## src/hw/pmevt_pkg.sv

```systemverilog
// Package: register offsets, field positions, reset values and timing
package pmevt_pkg;
  // Register offsets on the plain register port (8-bit address)
  localparam logic [7:0] IRQ_WAKE_LO_ADDR = 8'h88;
  localparam logic [7:0] IRQ_WAKE_HI_ADDR = 8'h89;
  localparam logic [7:0] RTC_WAKE_ADDR = 8'hA8;
  localparam logic [7:0] PWR_CTRL_ADDR = 8'hAA;
  localparam logic [7:0] WAKE_EN_ADDR = 8'hAB;
  localparam logic [7:0] TRAP_ADDR_LO_ADDR = 8'hAC;
  localparam logic [7:0] TRAP_ADDR_HI_ADDR = 8'hAD;
  localparam logic [7:0] PWR_STATUS_ADDR = 8'hAF;
  localparam logic [7:0] SMI_OPT_ADDR = 8'hB4;
  localparam logic [7:0] SW_CTRL_ADDR = 8'hB6;
  localparam logic [7:0] UIO_DIR_ADDR = 8'hB8;
  localparam logic [7:0] UIO_OUT_ADDR = 8'hB9;
  localparam logic [7:0] SMI_SRC_ADDR = 8'hBA;
  localparam logic [7:0] SMI_SRC_HI_ADDR = 8'hBB;
  localparam logic [7:0] MODE_CTRL_ADDR = 8'hBC;
  // Field positions
  localparam int PC_BATT_SMI_LO = 4;
  localparam int PC_BATT_SMI_HI = 5;
  localparam int PC_SWITCH_EN = 6;
  localparam int WE_LB = 0;
  localparam int WE_VLB = 1;
  localparam int WE_RING = 2;
  localparam int WE_TRAP = 3;
  localparam int WE_MASTER = 4;
  localparam int WE_DMA = 5;
  localparam int WE_IRQ = 6;
  localparam int WE_CPU = 7;
  localparam int RTC_WAKE_BIT = 2;
  localparam int ST_AC = 3;
  localparam int ST_LB = 4;
  localparam int ST_VLB = 5;
  localparam int SO_AUTO_CLR = 7;
  localparam int SC_SW_SMI = 3;
  localparam int SC_SW_STOP = 4;
  localparam int MC_THROTTLE = 0;
  localparam int MC_SUSPEND = 1;
  localparam int NUM_UIO = 3;
  localparam int NUM_GIO = 4;
  // Pending source vector: index = rank, 10 highest, 0 lowest (software)
  localparam int NUM_SRC = 11;
  localparam logic [7:0] RESET_BYTE = 8'h00;
  localparam logic [15:0] RESET_WORD = 16'h0000;
  // Throttle half period
  localparam int THROTTLE_HALF_US = 1000;
  localparam int CLOCK_MHZ = 100;
  localparam int THROTTLE_HALF_CYC = THROTTLE_HALF_US * CLOCK_MHZ;
  typedef enum logic [1:0] {
    PMEVT_NORMAL = 2'b00,
    PMEVT_THROTTLE = 2'b01,
    PMEVT_SUSPEND = 2'b10
  } pmevt_mode_t;
  // Activity inputs that may wake the system
  typedef struct packed {
    logic cpu_access;
    logic irq_any;
    logic dma;
    logic bus_master;
    logic io_trap;
    logic ring;
    logic low_batt;
    logic very_low_batt;
    logic rtc_alarm;
  } pmevt_act_t;
endpackage : pmevt_pkg

```

## src/hw/pmevt_top.sv

```systemverilog
// Power-event logic: management interrupts, clock-stop, suspend, wake-up
//
// Behaviour
// Output user pins drive software-written value
// Input user pin activity raises interrupt request
// Battery interrupts need both bits 5:4 set
// Battery wake-up needs enable bits 1:0 set
// Battery status readable at status bits 5:4
// AC present clears battery bits, sets bit3
// Very-low battery wakes system from suspend
// Throttling toggles clock-stop, 1 ms each level
// Software control bit 3 makes software interrupt
// Option bit 7 auto-clears software interrupt
// Software control bit 4 asserts clock-stop
// Enabled wake-up source ends software clock-stop
// Enabled switch press in operation enters suspend
// Switch press in suspend returns to normal
// Processor bus access wakes if bit 7
// Selected interrupt lines wake if bit 6
// DMA bit 5, bus master bit 4 wake
// Trapped I/O address hit wakes if bit 3
// Ring indicate activity wakes if bit 2
// Alarm wakes if A8h bit 2 set
// Interrupt sources ranked timeout down to software
// Throttling is one first-level idle action
// Disabled activity never wakes nor ends stop; very-low battery still leaves suspend with its enable bit clear
//
// Strobed register access and the placing of the registers are this design's own decisions.
`timescale 1ns/10ps
`default_nettype none
module pmevt_top (
  input wire logic clock_in,
  input wire logic reset_in,
  input wire logic [7:0] reg_addr_in,
  input wire logic [7:0] reg_wdata_in,
  input wire logic reg_write_in,
  input wire logic reg_read_in,
  output logic [7:0] reg_rdata_out,
  input wire logic low_battery_input_in,
  input wire logic very_low_battery_input_in,
  input wire logic ac_power_in,
  input wire logic switch_press_in,
  input wire logic hw_timeout_in,
  input wire logic [3:0] gen_io_smi_in,
  input wire logic [2:0] user_io_pin_in,
  output logic [2:0] user_io_pin_out,
  output logic [2:0] user_io_pin_oe_out,
  input wire logic cpu_access_in,
  input wire logic [15:0] irq_lines_in,
  input wire logic dma_active_in,
  input wire logic bus_master_in,
  input wire logic io_access_in,
  input wire logic [15:0] io_addr_in,
  input wire logic ring_indicate_input_in,
  input wire logic rtc_alarm_in,
  output logic mgmt_interrupt_request_out,
  output logic cpu_clock_stop_request_out,
  output logic suspend_out,
  output logic [3:0] smi_source_out
);
  logic [15:0] irq_wake_sel;
  logic [7:0] rtc_wake;
  logic [7:0] pwr_ctrl;
  logic [7:0] wake_en;
  logic [15:0] trap_addr;
  logic [7:0] smi_opt;
  logic sw_smi;
  logic sw_stop;
  logic [2:0] uio_dir;
  logic [2:0] uio_val;
  logic throttle_req;
  pmevt_pkg::pmevt_mode_t mode;
  logic [pmevt_pkg::NUM_SRC-1:0] pending;
  logic [pmevt_pkg::NUM_SRC-1:0] raw_src;
  logic [2:0] uio_prev;
  logic [2:0] uio_rise;
  logic switch_prev;
  logic switch_edge;
  logic lb_stat;
  logic vlb_stat;
  logic ac_stat;
  logic batt_smi_en;
  logic wake_any;
  logic throttle_level;
  logic [3:0] top_src;
  logic wr_swctl;
  logic sel_read_src;
  pmevt_pkg::pmevt_act_t act;

  // Battery status, masked by AC presence
  assign ac_stat = ac_power_in;
  assign lb_stat = low_battery_input_in && !ac_power_in;
  assign vlb_stat = very_low_battery_input_in && !ac_power_in;
  assign batt_smi_en = pwr_ctrl[pmevt_pkg::PC_BATT_SMI_HI] &&
                       pwr_ctrl[pmevt_pkg::PC_BATT_SMI_LO];
  assign switch_edge = switch_press_in && !switch_prev;
  assign wr_swctl = reg_write_in && (reg_addr_in == pmevt_pkg::SW_CTRL_ADDR);

  // Activity gathered per source
  assign act.cpu_access = cpu_access_in;
  assign act.irq_any = |(irq_lines_in & irq_wake_sel);
  assign act.dma = dma_active_in;
  assign act.bus_master = bus_master_in;
  assign act.io_trap = io_access_in && (io_addr_in == trap_addr);
  assign act.ring = ring_indicate_input_in;
  assign act.low_batt = lb_stat;
  assign act.very_low_batt = vlb_stat;
  assign act.rtc_alarm = rtc_alarm_in;

  // Wake-up qualification; each activity only counts with its enable.
  // A clear enable bit masks its source from wake_any, so a busy but
  // unselected bus cannot end a software clock-stop by accident.
  always_comb begin
    wake_any = 1'b0;
    if (act.cpu_access && wake_en[pmevt_pkg::WE_CPU]) begin
      wake_any = 1'b1;
    end
    if (act.irq_any && wake_en[pmevt_pkg::WE_IRQ]) begin
      wake_any = 1'b1;
    end
    if (act.dma && wake_en[pmevt_pkg::WE_DMA]) begin
      wake_any = 1'b1;
    end
    if (act.bus_master && wake_en[pmevt_pkg::WE_MASTER]) begin
      wake_any = 1'b1;
    end
    if (act.io_trap && wake_en[pmevt_pkg::WE_TRAP]) begin
      wake_any = 1'b1;
    end
    if (act.ring && wake_en[pmevt_pkg::WE_RING]) begin
      wake_any = 1'b1;
    end
    // Battery sources need both enable bits together
    if ((act.low_batt || act.very_low_batt) && wake_en[pmevt_pkg::WE_LB] &&
        wake_en[pmevt_pkg::WE_VLB]) begin
      wake_any = 1'b1;
    end
    // The alarm is enabled from its own register, not the wake byte
    if (act.rtc_alarm && rtc_wake[pmevt_pkg::RTC_WAKE_BIT]) begin
      wake_any = 1'b1;
    end
  end

  // Raw interrupt events, ranked by index (10 highest)
  always_comb begin
    raw_src = '0;
    raw_src[10] = hw_timeout_in;
    raw_src[9] = vlb_stat && batt_smi_en;
    raw_src[8] = lb_stat && batt_smi_en;
    raw_src[7:4] = gen_io_smi_in;
    raw_src[0] = sw_smi;
  end

  // Per user pin: rising edge on an input-configured pin is an event.
  // An output pin never raises a request, even when it reads back high.
  genvar gi;
  generate
    for (gi = 0; gi < pmevt_pkg::NUM_UIO; gi++) begin : g_uio
      assign uio_rise[gi] = user_io_pin_in[gi] && !uio_prev[gi] &&
                            !uio_dir[gi];
      assign user_io_pin_oe_out[gi] = uio_dir[gi];
    end
  endgenerate

  // Pending sources are sticky; a new event wins over a read clear
  always_ff @(posedge clock_in) begin
    if (reset_in) begin
      pending <= '0;
    end else begin
      pending <= (sel_read_src ? '0 : pending) | raw_src |
                 {7'h00, uio_rise, 1'b0};
    end
  end
  assign sel_read_src = reg_read_in &&
                        (reg_addr_in == pmevt_pkg::SMI_SRC_ADDR);

  // Highest-ranked pending source number
  always_comb begin
    top_src = 4'hF;
    for (int i = 0; i < pmevt_pkg::NUM_SRC; i++) begin
      if (pending[i]) top_src = 4'(i);
    end
  end

  // Edge history
  always_ff @(posedge clock_in) begin
    if (reset_in) begin
      uio_prev <= 3'h0;
      switch_prev <= 1'b0;
    end else begin
      uio_prev <= user_io_pin_in;
      switch_prev <= switch_press_in;
    end
  end

  // Configuration registers written by software
  always_ff @(posedge clock_in) begin
    if (reset_in) begin
      irq_wake_sel <= pmevt_pkg::RESET_WORD;
      rtc_wake <= pmevt_pkg::RESET_BYTE;
      pwr_ctrl <= pmevt_pkg::RESET_BYTE;
      wake_en <= pmevt_pkg::RESET_BYTE;
      trap_addr <= pmevt_pkg::RESET_WORD;
      smi_opt <= pmevt_pkg::RESET_BYTE;
      uio_dir <= 3'h0;
      uio_val <= 3'h0;
      throttle_req <= 1'b0;
    end else if (reg_write_in) begin
      case (reg_addr_in)
        pmevt_pkg::IRQ_WAKE_LO_ADDR: irq_wake_sel[7:0] <= reg_wdata_in;
        pmevt_pkg::IRQ_WAKE_HI_ADDR: irq_wake_sel[15:8] <= reg_wdata_in;
        pmevt_pkg::RTC_WAKE_ADDR: rtc_wake <= reg_wdata_in;
        pmevt_pkg::PWR_CTRL_ADDR: pwr_ctrl <= reg_wdata_in;
        pmevt_pkg::WAKE_EN_ADDR: wake_en <= reg_wdata_in;
        pmevt_pkg::TRAP_ADDR_LO_ADDR: trap_addr[7:0] <= reg_wdata_in;
        pmevt_pkg::TRAP_ADDR_HI_ADDR: trap_addr[15:8] <= reg_wdata_in;
        pmevt_pkg::SMI_OPT_ADDR: smi_opt <= reg_wdata_in;
        pmevt_pkg::UIO_DIR_ADDR: uio_dir <= reg_wdata_in[2:0];
        pmevt_pkg::UIO_OUT_ADDR: uio_val <= reg_wdata_in[2:0];
        pmevt_pkg::MODE_CTRL_ADDR:
          throttle_req <= reg_wdata_in[pmevt_pkg::MC_THROTTLE];
        default: ;
      endcase
    end
  end

  // Software interrupt bit; auto-clear once the request has been issued
  always_ff @(posedge clock_in) begin
    if (reset_in) begin
      sw_smi <= 1'b0;
    end else if (wr_swctl && reg_wdata_in[pmevt_pkg::SC_SW_SMI]) begin
      sw_smi <= 1'b1;
    end else if (wr_swctl) begin
      sw_smi <= 1'b0;
    end else if (smi_opt[pmevt_pkg::SO_AUTO_CLR] && pending[0]) begin
      sw_smi <= 1'b0;
    end
  end

  // Software clock-stop bit, ended by any enabled wake-up activity;
  // a write during wake activity is dropped, the wake would end it anyway
  always_ff @(posedge clock_in) begin
    if (reset_in) begin
      sw_stop <= 1'b0;
    end else if (wake_any) begin
      sw_stop <= 1'b0; // see R12
    end else if (wr_swctl) begin
      sw_stop <= reg_wdata_in[pmevt_pkg::SC_SW_STOP];
    end
  end

  // Operating mode: normal, throttle (first idle level), suspend
  always_ff @(posedge clock_in) begin
    if (reset_in) begin
      mode <= pmevt_pkg::PMEVT_NORMAL;
    end else begin
      case (mode)
        pmevt_pkg::PMEVT_NORMAL: begin
          if (switch_edge && pwr_ctrl[pmevt_pkg::PC_SWITCH_EN])
            mode <= pmevt_pkg::PMEVT_SUSPEND;
          else if (throttle_req)
            mode <= pmevt_pkg::PMEVT_THROTTLE;
        end
        pmevt_pkg::PMEVT_THROTTLE: begin
          if (switch_edge && pwr_ctrl[pmevt_pkg::PC_SWITCH_EN])
            mode <= pmevt_pkg::PMEVT_SUSPEND;
          else if (!throttle_req || wake_any)
            mode <= pmevt_pkg::PMEVT_NORMAL;
        end
        pmevt_pkg::PMEVT_SUSPEND: begin
          if (switch_edge)
            mode <= pmevt_pkg::PMEVT_NORMAL;
          else if (vlb_stat || wake_any)
            mode <= pmevt_pkg::PMEVT_NORMAL;
        end
        default: mode <= pmevt_pkg::PMEVT_NORMAL;
      endcase
    end
  end

  // Periodic clock-stop generator used in throttle mode
  pmevt_throttle u_throttle (
    .clock_in(clock_in),
    .reset_in(reset_in),
    .enable_in(mode == pmevt_pkg::PMEVT_THROTTLE),
    .level_out(throttle_level)
  );

  // Registered outputs to the processor and pins
  // Software clock-stop drops in the cycle the wake is seen, not one cycle later
  always_ff @(posedge clock_in) begin
    if (reset_in) begin
      mgmt_interrupt_request_out <= 1'b0;
      cpu_clock_stop_request_out <= 1'b0;
      suspend_out <= 1'b0;
      smi_source_out <= 4'hF;
      user_io_pin_out <= 3'h0;
    end else begin
      mgmt_interrupt_request_out <= |pending;
      cpu_clock_stop_request_out <= (sw_stop && !wake_any) ||
                                    throttle_level; // see R08
      suspend_out <= (mode == pmevt_pkg::PMEVT_SUSPEND);
      smi_source_out <= top_src;
      user_io_pin_out <= uio_val & uio_dir;
    end
  end

  // Read data, one cycle after the read strobe; zero otherwise
  always_ff @(posedge clock_in) begin
    if (reset_in) begin
      reg_rdata_out <= 8'h00;
    end else if (reg_read_in) begin
      case (reg_addr_in)
        pmevt_pkg::IRQ_WAKE_LO_ADDR: reg_rdata_out <= irq_wake_sel[7:0];
        pmevt_pkg::IRQ_WAKE_HI_ADDR: reg_rdata_out <= irq_wake_sel[15:8];
        pmevt_pkg::RTC_WAKE_ADDR: reg_rdata_out <= rtc_wake;
        pmevt_pkg::PWR_CTRL_ADDR: reg_rdata_out <= pwr_ctrl;
        pmevt_pkg::WAKE_EN_ADDR: reg_rdata_out <= wake_en;
        pmevt_pkg::TRAP_ADDR_LO_ADDR: reg_rdata_out <= trap_addr[7:0];
        pmevt_pkg::TRAP_ADDR_HI_ADDR: reg_rdata_out <= trap_addr[15:8];
        // Status bits are live levels; AC presence already masks battery
        pmevt_pkg::PWR_STATUS_ADDR:
          reg_rdata_out <= {2'b00, vlb_stat, lb_stat, ac_stat,
                            3'b000};
        pmevt_pkg::SMI_OPT_ADDR: reg_rdata_out <= smi_opt;
        pmevt_pkg::SW_CTRL_ADDR:
          reg_rdata_out <= {3'b000, sw_stop, sw_smi, 3'b000};
        pmevt_pkg::UIO_DIR_ADDR: reg_rdata_out <= {5'h00, uio_dir};
        pmevt_pkg::UIO_OUT_ADDR: reg_rdata_out <= {5'h00, user_io_pin_in};
        pmevt_pkg::SMI_SRC_ADDR: reg_rdata_out <= pending[7:0];
        pmevt_pkg::SMI_SRC_HI_ADDR: reg_rdata_out <= {5'h00, pending[10:8]};
        pmevt_pkg::MODE_CTRL_ADDR:
          reg_rdata_out <= {6'h00, mode == pmevt_pkg::PMEVT_SUSPEND,
                            throttle_req};
        default: reg_rdata_out <= 8'h00;
      endcase
    end else begin
      reg_rdata_out <= 8'h00;
    end
  end
endmodule : pmevt_top
`default_nettype wire

```

## src/hw/pmevt_throttle.sv

```systemverilog
// Throttle timer: 1 ms high, 1 ms low square wave while enabled
`timescale 1ns/10ps
`default_nettype none
module pmevt_throttle #(
  parameter int HALF_CYC = pmevt_pkg::THROTTLE_HALF_CYC
) (
  input wire logic clock_in,
  input wire logic reset_in,
  input wire logic enable_in,
  output logic level_out
);
  logic [16:0] count;
  // Count one half period, then flip the level; restart high when enabled
  always_ff @(posedge clock_in) begin
    if (reset_in || !enable_in) begin
      count <= 17'h0_0000;
      level_out <= 1'b0;
    end else if (count == 17'h0_0000) begin
      count <= 17'(HALF_CYC - 1);
      level_out <= ~level_out;
    end else begin
      count <= count - 17'h0_0001;
    end
  end
endmodule : pmevt_throttle
`default_nettype wire

```

## config.mk

```make
export PLATFORM = sky130hd
export DESIGN_NAME = pmevt_top
export DESIGN_NICKNAME = d
export VERILOG_FILES = /design/src/hw/pmevt_pkg.sv /design/src/hw/pmevt_top.sv /design/src/hw/pmevt_throttle.sv
export SDC_FILE = /design/constraint.sdc
export NUM_CORES = 1
export LEC_CHECK = 0
export BUFFER_PORTS_ARGS = -buffer_cell sky130_fd_sc_hd__buf_4
export CAP_MARGIN = 20
export CORE_ASPECT_RATIO = 1.25
export CORE_UTILIZATION = 50
export CTS_CLUSTER_SIZE = 25
export DETAILED_ROUTE_END_ITERATION = 6
export HOLD_SLACK_MARGIN = 0.02
export PLACE_DENSITY = 0.8
export SLEW_MARGIN = 0
export SYNTH_ARGS = -nofsm -noshare
export SYNTH_HDL_FRONTEND = slang
export SYNTH_HIERARCHICAL = 1
export SYNTH_SLANG_ARGS = --single-unit
```

## constraint.sdc

```tcl
create_clock -name clock_in -period 3.8 [get_ports clock_in]
set_clock_uncertainty 0.15 [all_clocks]
set_input_delay 0.19 -clock clock_in [delete_from_list [all_inputs] [get_ports clock_in]]
set_output_delay 0.19 -clock clock_in [all_outputs]
set_load 0.005 [all_outputs]
```

Word-level counts from Yosys, hierarchy flattened:

Index checks and enable logic that the tools add are counted.

* add/subtract/negate cells: 1
* $mul: 0
* div/mod/pow operators: 0
* $lt $le $gt $ge: 0
* equal/unequal tests: 21
* shift-type cells: 0
* muxes and demuxes: 32
* bitwise operators: 6
* reductions and logical operators: 66

Operator list (number)
* $eq A8 B8 Y1 const B: 15
* $pmux W8 S15: 1
* $mux W4: 8
* $logic_and A1 B1 Y1: 28
* $reduce_and A2 Y1: 11
* $logic_not A17 Y1: 1
* $mux W17: 1
* $sub A17 B1 Y17 const B: 1
* $and A16 B16 Y16: 1
* $eq A16 B16 Y1: 1
* $reduce_or A16 Y1: 1
* $mux W2: 6
* $logic_not A1 Y1: 11
* $mux W1: 11
* $mux W11: 1
* $or A11 B11 Y11: 1
* $or A11 B4 Y11: 1
* $reduce_or A11 Y1: 1
* $mux W3: 3
* $ne A3 B3 Y1 const B: 3
* $reduce_or A2 Y1: 4
* $pmux W2 S3: 1
* $logic_or A1 B1 Y1: 5
* $reduce_or A4 Y1: 1
* 7 further kinds: 8

* register bits: 126
* latch bits: 0
* bits in writable memories: 0
* bits in read-only memories: 0
* output and inout port bits: 21
* memories kept: 0

Longest topological paths before layout:

Gate-level depths: netlist of run 1.

* word-level depth: 14
* depth in mapped cells: 8
* depth with buffers taken out: 6

By module:

Netlist of run 1, hierarchy kept.

Modules (own cells, without submodules)
* pmevt_top: times used 1, cells an instance 614, area an instance 5223.8 um2, sequential area each 2162.1 um2
* pmevt_throttle: times used 1, cells an instance 88, area an instance 802.0 um2, sequential area each 360.3 um2

Least setup slack after synthesis of run 1:

Ideal clock, no wire load.

* kind: reg2reg
* start point: register u_throttle.count[4]
* end point: register u_throttle.count[9]
* library setup time: 74 ps
* arrival time: 1607 ps
* required time: 3576 ps
* path slack: 1969 ps
* cell stages (with the launch flop): 5
* buffers on the path: 1
* cells stage by stage: dfxtp_1 -> or4_1 -> buf_2 -> or4_1 -> a31oi_1

* cells in the longest elaborated chain, start to end: 2

RTL lines
* from (decl): RTL line pmevt_throttle.sv:12 `logic [16:0] count;`
* from (signal assigned): RTL line pmevt_throttle.sv:19 `count <= 17'(HALF_CYC - 1);`
* from (signal assigned): RTL line pmevt_throttle.sv:22 `count <= count - 17'h0_0001;`
* $sub A17 B1 Y17 or $logic_not A17 Y1 (tied branches): RTL line pmevt_throttle.sv:22, pmevt_throttle.sv:18
* $mux W17 (*): RTL line pmevt_throttle.sv:18 `end else if (count == 17'h0_0000) begin`

Mark *: on every way between the ends. The rest lies on a longest branch, timed or not.
A chain may end at the register's enable or synchronous reset.

Final worst setup path of run 1:

* start point: register u_throttle.count[0]
* end point: register u_throttle.count[11]

* cells in the longest elaborated chain, start to end: 2

RTL lines
* branches (longest 2 deep; another with $sub A17 B1 Y17)

Several ways; the timed one is not identified.

==> metrics.txt, run 1 <==
outcome complete, no violations; total CTS buffers 17; vias post-DR 5761; crit path launch type flip-flop; Total GRT Usage 29.9%; Critical Path Fanout Max 7; Post-synth EDFFs 0; critical path class flip-flop to flip-flop; Initial Util 51.6%; worst-case clock buffer depth 2; Post-Route Setup TNS 0 ps; Largest stage delay, worst path 390 ps; Ys Warns 6; Tmin final 2020 ps; largest net degree at the start of global routing 105; n_diodes 0; clock slew at reported path FFs 60 ps; CTS root buffer clkbuf_16; P_leak 2.91 nW; drt via density 6.04; vias in the first global route 5388; largest delay contributor family on the critical path simple AND/OR/NAND/NOR gates; WHS 38.6 ps; final critical-path share of the clock period 53.2%; Die Span Y 125 µm; DR pass1 iterations 6; Critical Path RT 3950 ps; Slew headroom 30.4%; hold violation total from the final report 0; fin area 7410 µm²; Worst Path Buf+Inv 1; H-Tree Level Count 4; cell area after synthesis 6030 µm²; slack of the critical path 1780 ps; CORE AREA 11700 µm²; # rows 44; drt initial violations 599; clock sink total 126; Slew Limit Fails 0; Seq cells post-synth 126; Seq/Total Area, Yosys 41.9%; max-cap violation count 0; Comb pwr share 6.8%; RSZ-0062 raised after global routing false; clock share of power 50.8%; worst-margin pin slew 1040 ps; switching power 0.743 mW; Synthesized Nets 773; share of layout cells above drive strength 1 19.0%; initial antenna violation count 0; Antenna Violating Nets Remaining 0; Final nets 851; Hold/Removal Path Class input port to flip-flop; post-cts resize count 0; CP cell instances inv_1, ha_1, nor4b_1, nand4_1, nand2b_1, nor2_1; DP Worst Slack 1630 ps; final RePlAce weighted congestion 0.966; Peak supply drop 0.000207 V; drt total wl 18400 µm; Power Internal 2.44 mW; wire per inst 19.2 µm; die width 100 µm; Worst Path Arrival 2170 ps; Top Ports 91; Sw Share 23.3%; ys flop type dfxtp_1; Post-synth ARST share 0%; worst-case reg-to-reg path depth 6; Worst path depth 6; synth-to-layout area growth 23.0%; Gate Count Post-Synth 702; Yosys cell types 79; dpl hpwl 13000 µm; Hold Crit Depth 3; Clk Latency, worst-skew pair 420 ps; Pwr Density 430 nW/µm²; fin util 63.5%; full die area 12500 µm²; Crit. End Element flip-flop; grt total ovfl 0; global-route wire length before repair 28500 µm; placed inst area 6650 µm²; Synth Area per Inst 8.58 µm²; fmax 495 MHz; DRC violations left 0; setup violators final 0; Sequential Power Share 42.4%; CTS tree built; Crit-path slowest cell nand4_1; I/O Buffers 90
## cell usage in the layout (no fill, tap or decap), types with 3 or more instances in the layout
master         Yosys  layout
a21oi_1           72      72
a221oi_1           7       7
a22o_1             6       6
a22oi_1           21      21
a31oi_1            8       8
a32oi_1            4       4
and2_1             3       3
and3_1             6       6
and4_1             3       3
buf_4              8      91
clkbuf_16          0      17
clkinv_4           0       4
dfxtp_1          126     126
dlygate4sd3_1      0      17
inv_1             10      10
mux2_2             8       8
mux2i_1           28      28
nand2_1          100     100
nand2b_1           7       7
nand3_1           28      28
nand4_1            6       6
nor2_1            68      68
nor2b_1           11      11
nor3_1            10      10
nor3b_1            5       5
nor4_1            10      10
nor4b_1            3       3
o21ai_0            9       9
o31ai_1            4       4
or3_1              3       3
or4_1              5       5
xnor2_1           23      23
xor2_1             6       6
## cell families after synthesis
group	count (synthesis)	synth area share (%)
buffers and inverters	60	5.02
AO/OA/AOI/OAI	153	16.3
adder cells (fa/ha/maj)	1	0.208
multiplexers	37	6.52
flip-flops	126	41.9
XOR/XNOR	29	4.22
AND/OR/NAND/NOR	296	25.8
## state kept, by name, indices dropped and copies added, names as in the netlist, 4 cells and up
register,flops
pwr_ctrl,8
smi_opt,8
smi_source_out,4
trap_addr,16
reg_rdata_out,8
pending,11
wake_en,8
irq_wake_sel,16
u_throttle/count,17
rtc_wake,8
## tightest hold or removal path, delay by kind of cell
family	cells	cell delay (ps)
AO/OA/AOI/OAI	1	70
buffers and inverters	1	200
AND/OR/NAND/NOR	1	90
## what timing repair did
| item | CTS | global route |
|---|---|---|
| buffers inserted | 0 | 0 |
| endpoints found under the hold margin | 68 | 0 |
| hold buffers | 17 | 0 |
## Yosys cell counts (9+ instances only)
master / count / share of area (%)
nor2_1: 68 / 4.2
clkbuf_1: 20 / 1.2
mux2i_1: 28 / 4.7
o21ai_0: 9 / 0.75
a21oi_1: 72 / 6.0
dfxtp_1: 126 / 42
nor4_1: 10 / 1.0
nand2_1: 100 / 6.2
inv_1: 10 / 0.62
xnor2_1: 23 / 3.3
nor2b_1: 11 / 1.1
nand3_1: 28 / 2.3
a22oi_1: 21 / 2.6
buf_2: 13 / 1.1
nor3_1: 10 / 0.83
## per-stage QoR
step | instances | total power, mW
finish | 954 | 3.18
global route | 954 | 3.27
CTS | 954 | 3.19
detailed placement | 905 | 1.58
global placement | 905 | 1.57
floorplan | 702 | 1.48
## power by group through the flow
| stage | sequential, mW | clock, mW | combinational [mW] |
|---|---|---|---|
| floorplan | 1.37 | 0 | 0.111 |
| global placement | 1.38 | 0 | 0.195 |
| detailed placement | 1.38 | 0 | 0.198 |
| CTS | 1.35 | 1.63 | 0.213 |
| global route | 1.35 | 1.69 | 0.231 |
| finish | 1.35 | 1.62 | 0.217 |
## cell type report
class	count	area [µm²]
clock inverters	11	133
repair buffers	108	853
multi-input cells	516	3200
flip-flops and latches	126	2520
inverters	11	41.3
fillers	986	4260
clock buffers	21	460
well taps	161	201
## path summary, 6_finish.rpt
| path | from | end | slack [ps] |
|---|---|---|---|
| max reg2reg | u_throttle/count[0]$_SDFF_PP0_ | u_throttle/count[11]$_SDFF_PP0_ | 1780 |
| max | u_throttle/count[0]$_SDFF_PP0_ | u_throttle/count[11]$_SDFF_PP0_ | 1780 |
| min | reg_addr_in[2] | reg_rdata_out[3]$_SDFF_PP0_ | 40 |
| min reg2reg | uio_val[1]$_SDFFE_PP0P_ | user_io_pin_out[1]$_SDFF_PP0_ | 280 |
## routing by layer
metal	global-route usage [%]	routed length, µm	vias up
met5	0	0	-
met4	16.4	967	0
met3	6.79	1340	81
met2	49.9	8980	316
met1	35.1	7070	2692
li1	-	-	2672
Note: power is estimated with default switching activity, not from simulation.
==> run 2: changes to the inputs <==
==> constraint.sdc (replaced) <==
create_clock -name clock_in -period 2 [get_ports clock_in]
set_clock_uncertainty 0.15 [all_clocks]
set_input_delay 0.1 -clock clock_in [delete_from_list [all_inputs] [get_ports clock_in]]
set_output_delay 0.1 -clock clock_in [all_outputs]
set_load 0.005 [all_outputs]
==> run 2 against run 1 <==
  * Final cell count rose by 3.9%
  * Critical path type unchanged
  * Non-clock buffer count up 37
  * Count of clock-buffer cells in the layout decreased by 3
  * Highest routed layer unchanged
==> metrics.txt, run 2 (synthesized netlist as in run 1, its figures left out) <==
fin area 7740 µm²; Power Internal 4.49 mW; hold violation total from the final report 0; Post-Route Setup TNS 0 ps; Final Non-Filler Cells 991; Filler cells 992; crit path from u_throttle/count[2]$_SDFF_PP0_; Multi-input gate area 3230 µm²; H-Tree Level Count 4; Peak supply drop 0.000432 V; CORE AREA 11700 µm²; placed instance count 925; share of layout cells above drive strength 1 21.2%; Initial Util 51.6%; Pwr Density 772 nW/µm²; Die Span Y 125 µm; drt via density 5.90; Antenna Violating Nets Remaining 0; Final nets 888; Hold Crit Start rtc_alarm_in; grt total ovfl 0; Hold Crit Depth 4; # rows 44; Slew headroom 63.6%; Worst Path Arrival 2060 ps; die width 100 µm; total CTS buffers 17; max-cap violation count 0; fin util 66.3%; setup violators final 0; Comb pwr share 7.8%; clock sink total 126; switching power 1.48 mW; vias post-DR 5845; clock slew at reported path FFs 60 ps; most common cell after layout, fill and taps aside dfxtp_1; placed inst area 6810 µm²; Clk Latency, worst-skew pair 420 ps; CTS root buffer clkbuf_16; Slew Limit Fails 0; vias in the first global route 5713; dpl hpwl 13200 µm; drt total wl 19000 µm; commonest non-fill, non-tap cells in the layout 126 x dfxtp_1, 110 x buf_4, 100 x nand2_1; Sequential Area 2520 µm²; WHS 36.0 ps; Pwr Total 5.97 mW; worst-case clock buffer depth 2; fmax 527 MHz; wire per inst 19.1 µm; largest net degree at the start of global routing 50; n_diodes 0; Tmin final 1900 ps; slack of the critical path 104 ps; Top Ports 91; Critical Path RT 2160 ps; full die area 12500 µm²; Worst R2R Start u_throttle/count[2]$_SDFF_PP0_; Hold/Removal Path Class input port to flip-flop; Sw Share 24.8%; critical path class flip-flop to flip-flop; drt initial violations 449; Largest regs u_throttle/count: 17 flops, irq_wake_sel: 16 flops, trap_addr: 16 flops; Total GRT Usage 31.1%; outcome complete, no violations; DP Worst Slack 94.4 ps; max reg flops 17; DR pass1 iterations 7; final critical-path share of the clock period 94.8%; Critical Path Fanout Max 9; clock share of power 49.3%; crit path launch type flip-flop; final RePlAce weighted congestion 0.972; I/O Buffers 90; global-route wire length before repair 30000 µm; DRC violations left 0; synth-to-layout area growth 28.5%; Biggest register u_throttle/count; CTS tree built; RSZ-0062 raised after global routing false; Sequential Power Share 42.9%; worst-margin pin slew 546 ps; Crit. End Element flip-flop; initial antenna violation count 0; P_leak 3.08 nW; worst-case reg-to-reg path depth 4; Setup Buffers After CTS 0
[run 2: cell count changes in the layout (fill, tap and decap cells not counted), sizes merged]
| cell | change |
|---|---|
| clkinv | -1 |
| dlygate4sd3 | +17 |
| clkbuf | -3 |
| bufinv | -1 |
| clkinvlp | +2 |
| buf | +20 |
| inv | +3 |
[run 2: critical path: stages, from the launching register on]
cell and delay (ps):
dfxtp_1 370, or4_1 670, nor4_1 330, xnor2_1 180, a21oi_1 80
[run 2: repair_timing]
item	CTS	global route
setup endpoints to repair	0	4
hold buffers	34	0
hold endpoints to repair	91	0
gates resized for setup	0	6
[run 2: worst paths after layout]
kind,end,slack [ps]
worst max-delay path,u_throttle/count[7]$_SDFF_PP0_,100
worst min-delay path,mode[1]$_SDFFE_PP0P_,40
worst max register to register,u_throttle/count[7]$_SDFF_PP0_,100
worst min register to register,user_io_pin_out[2]$_SDFF_PP0_,290
[run 2: area by class of cell]
cell class | instances | area share, %
timing repair buffer | 145 | 15.3
tap | 161 | 2.60
clock buffer | 18 | 5.54
inverter | 11 | 0.533
multi-input combinational | 516 | 41.7
clock inverter | 14 | 1.75
sequential | 126 | 32.6
[run 2: per-layer routing]
metal	up-vias	track usage [%]	wire length, µm
li1	2732	-	-
met1	2789	37.1	7420
met2	262	52.7	9410
met3	62	5.56	1330
met4	0	15.7	806
met5	-	0	0
[run 2: power groups by stage]
stage | clock network [mW] | logic [mW] | registers, mW
2_1_floorplan | 0 | 0.210 | 2.61
3_3_place_gp | 0 | 0.390 | 2.62
3_5_place_dp | 0 | 0.397 | 2.62
4_1_cts | 2.96 | 0.452 | 2.56
5_1_grt | 3.08 | 0.492 | 2.57
6_report | 2.94 | 0.463 | 2.56
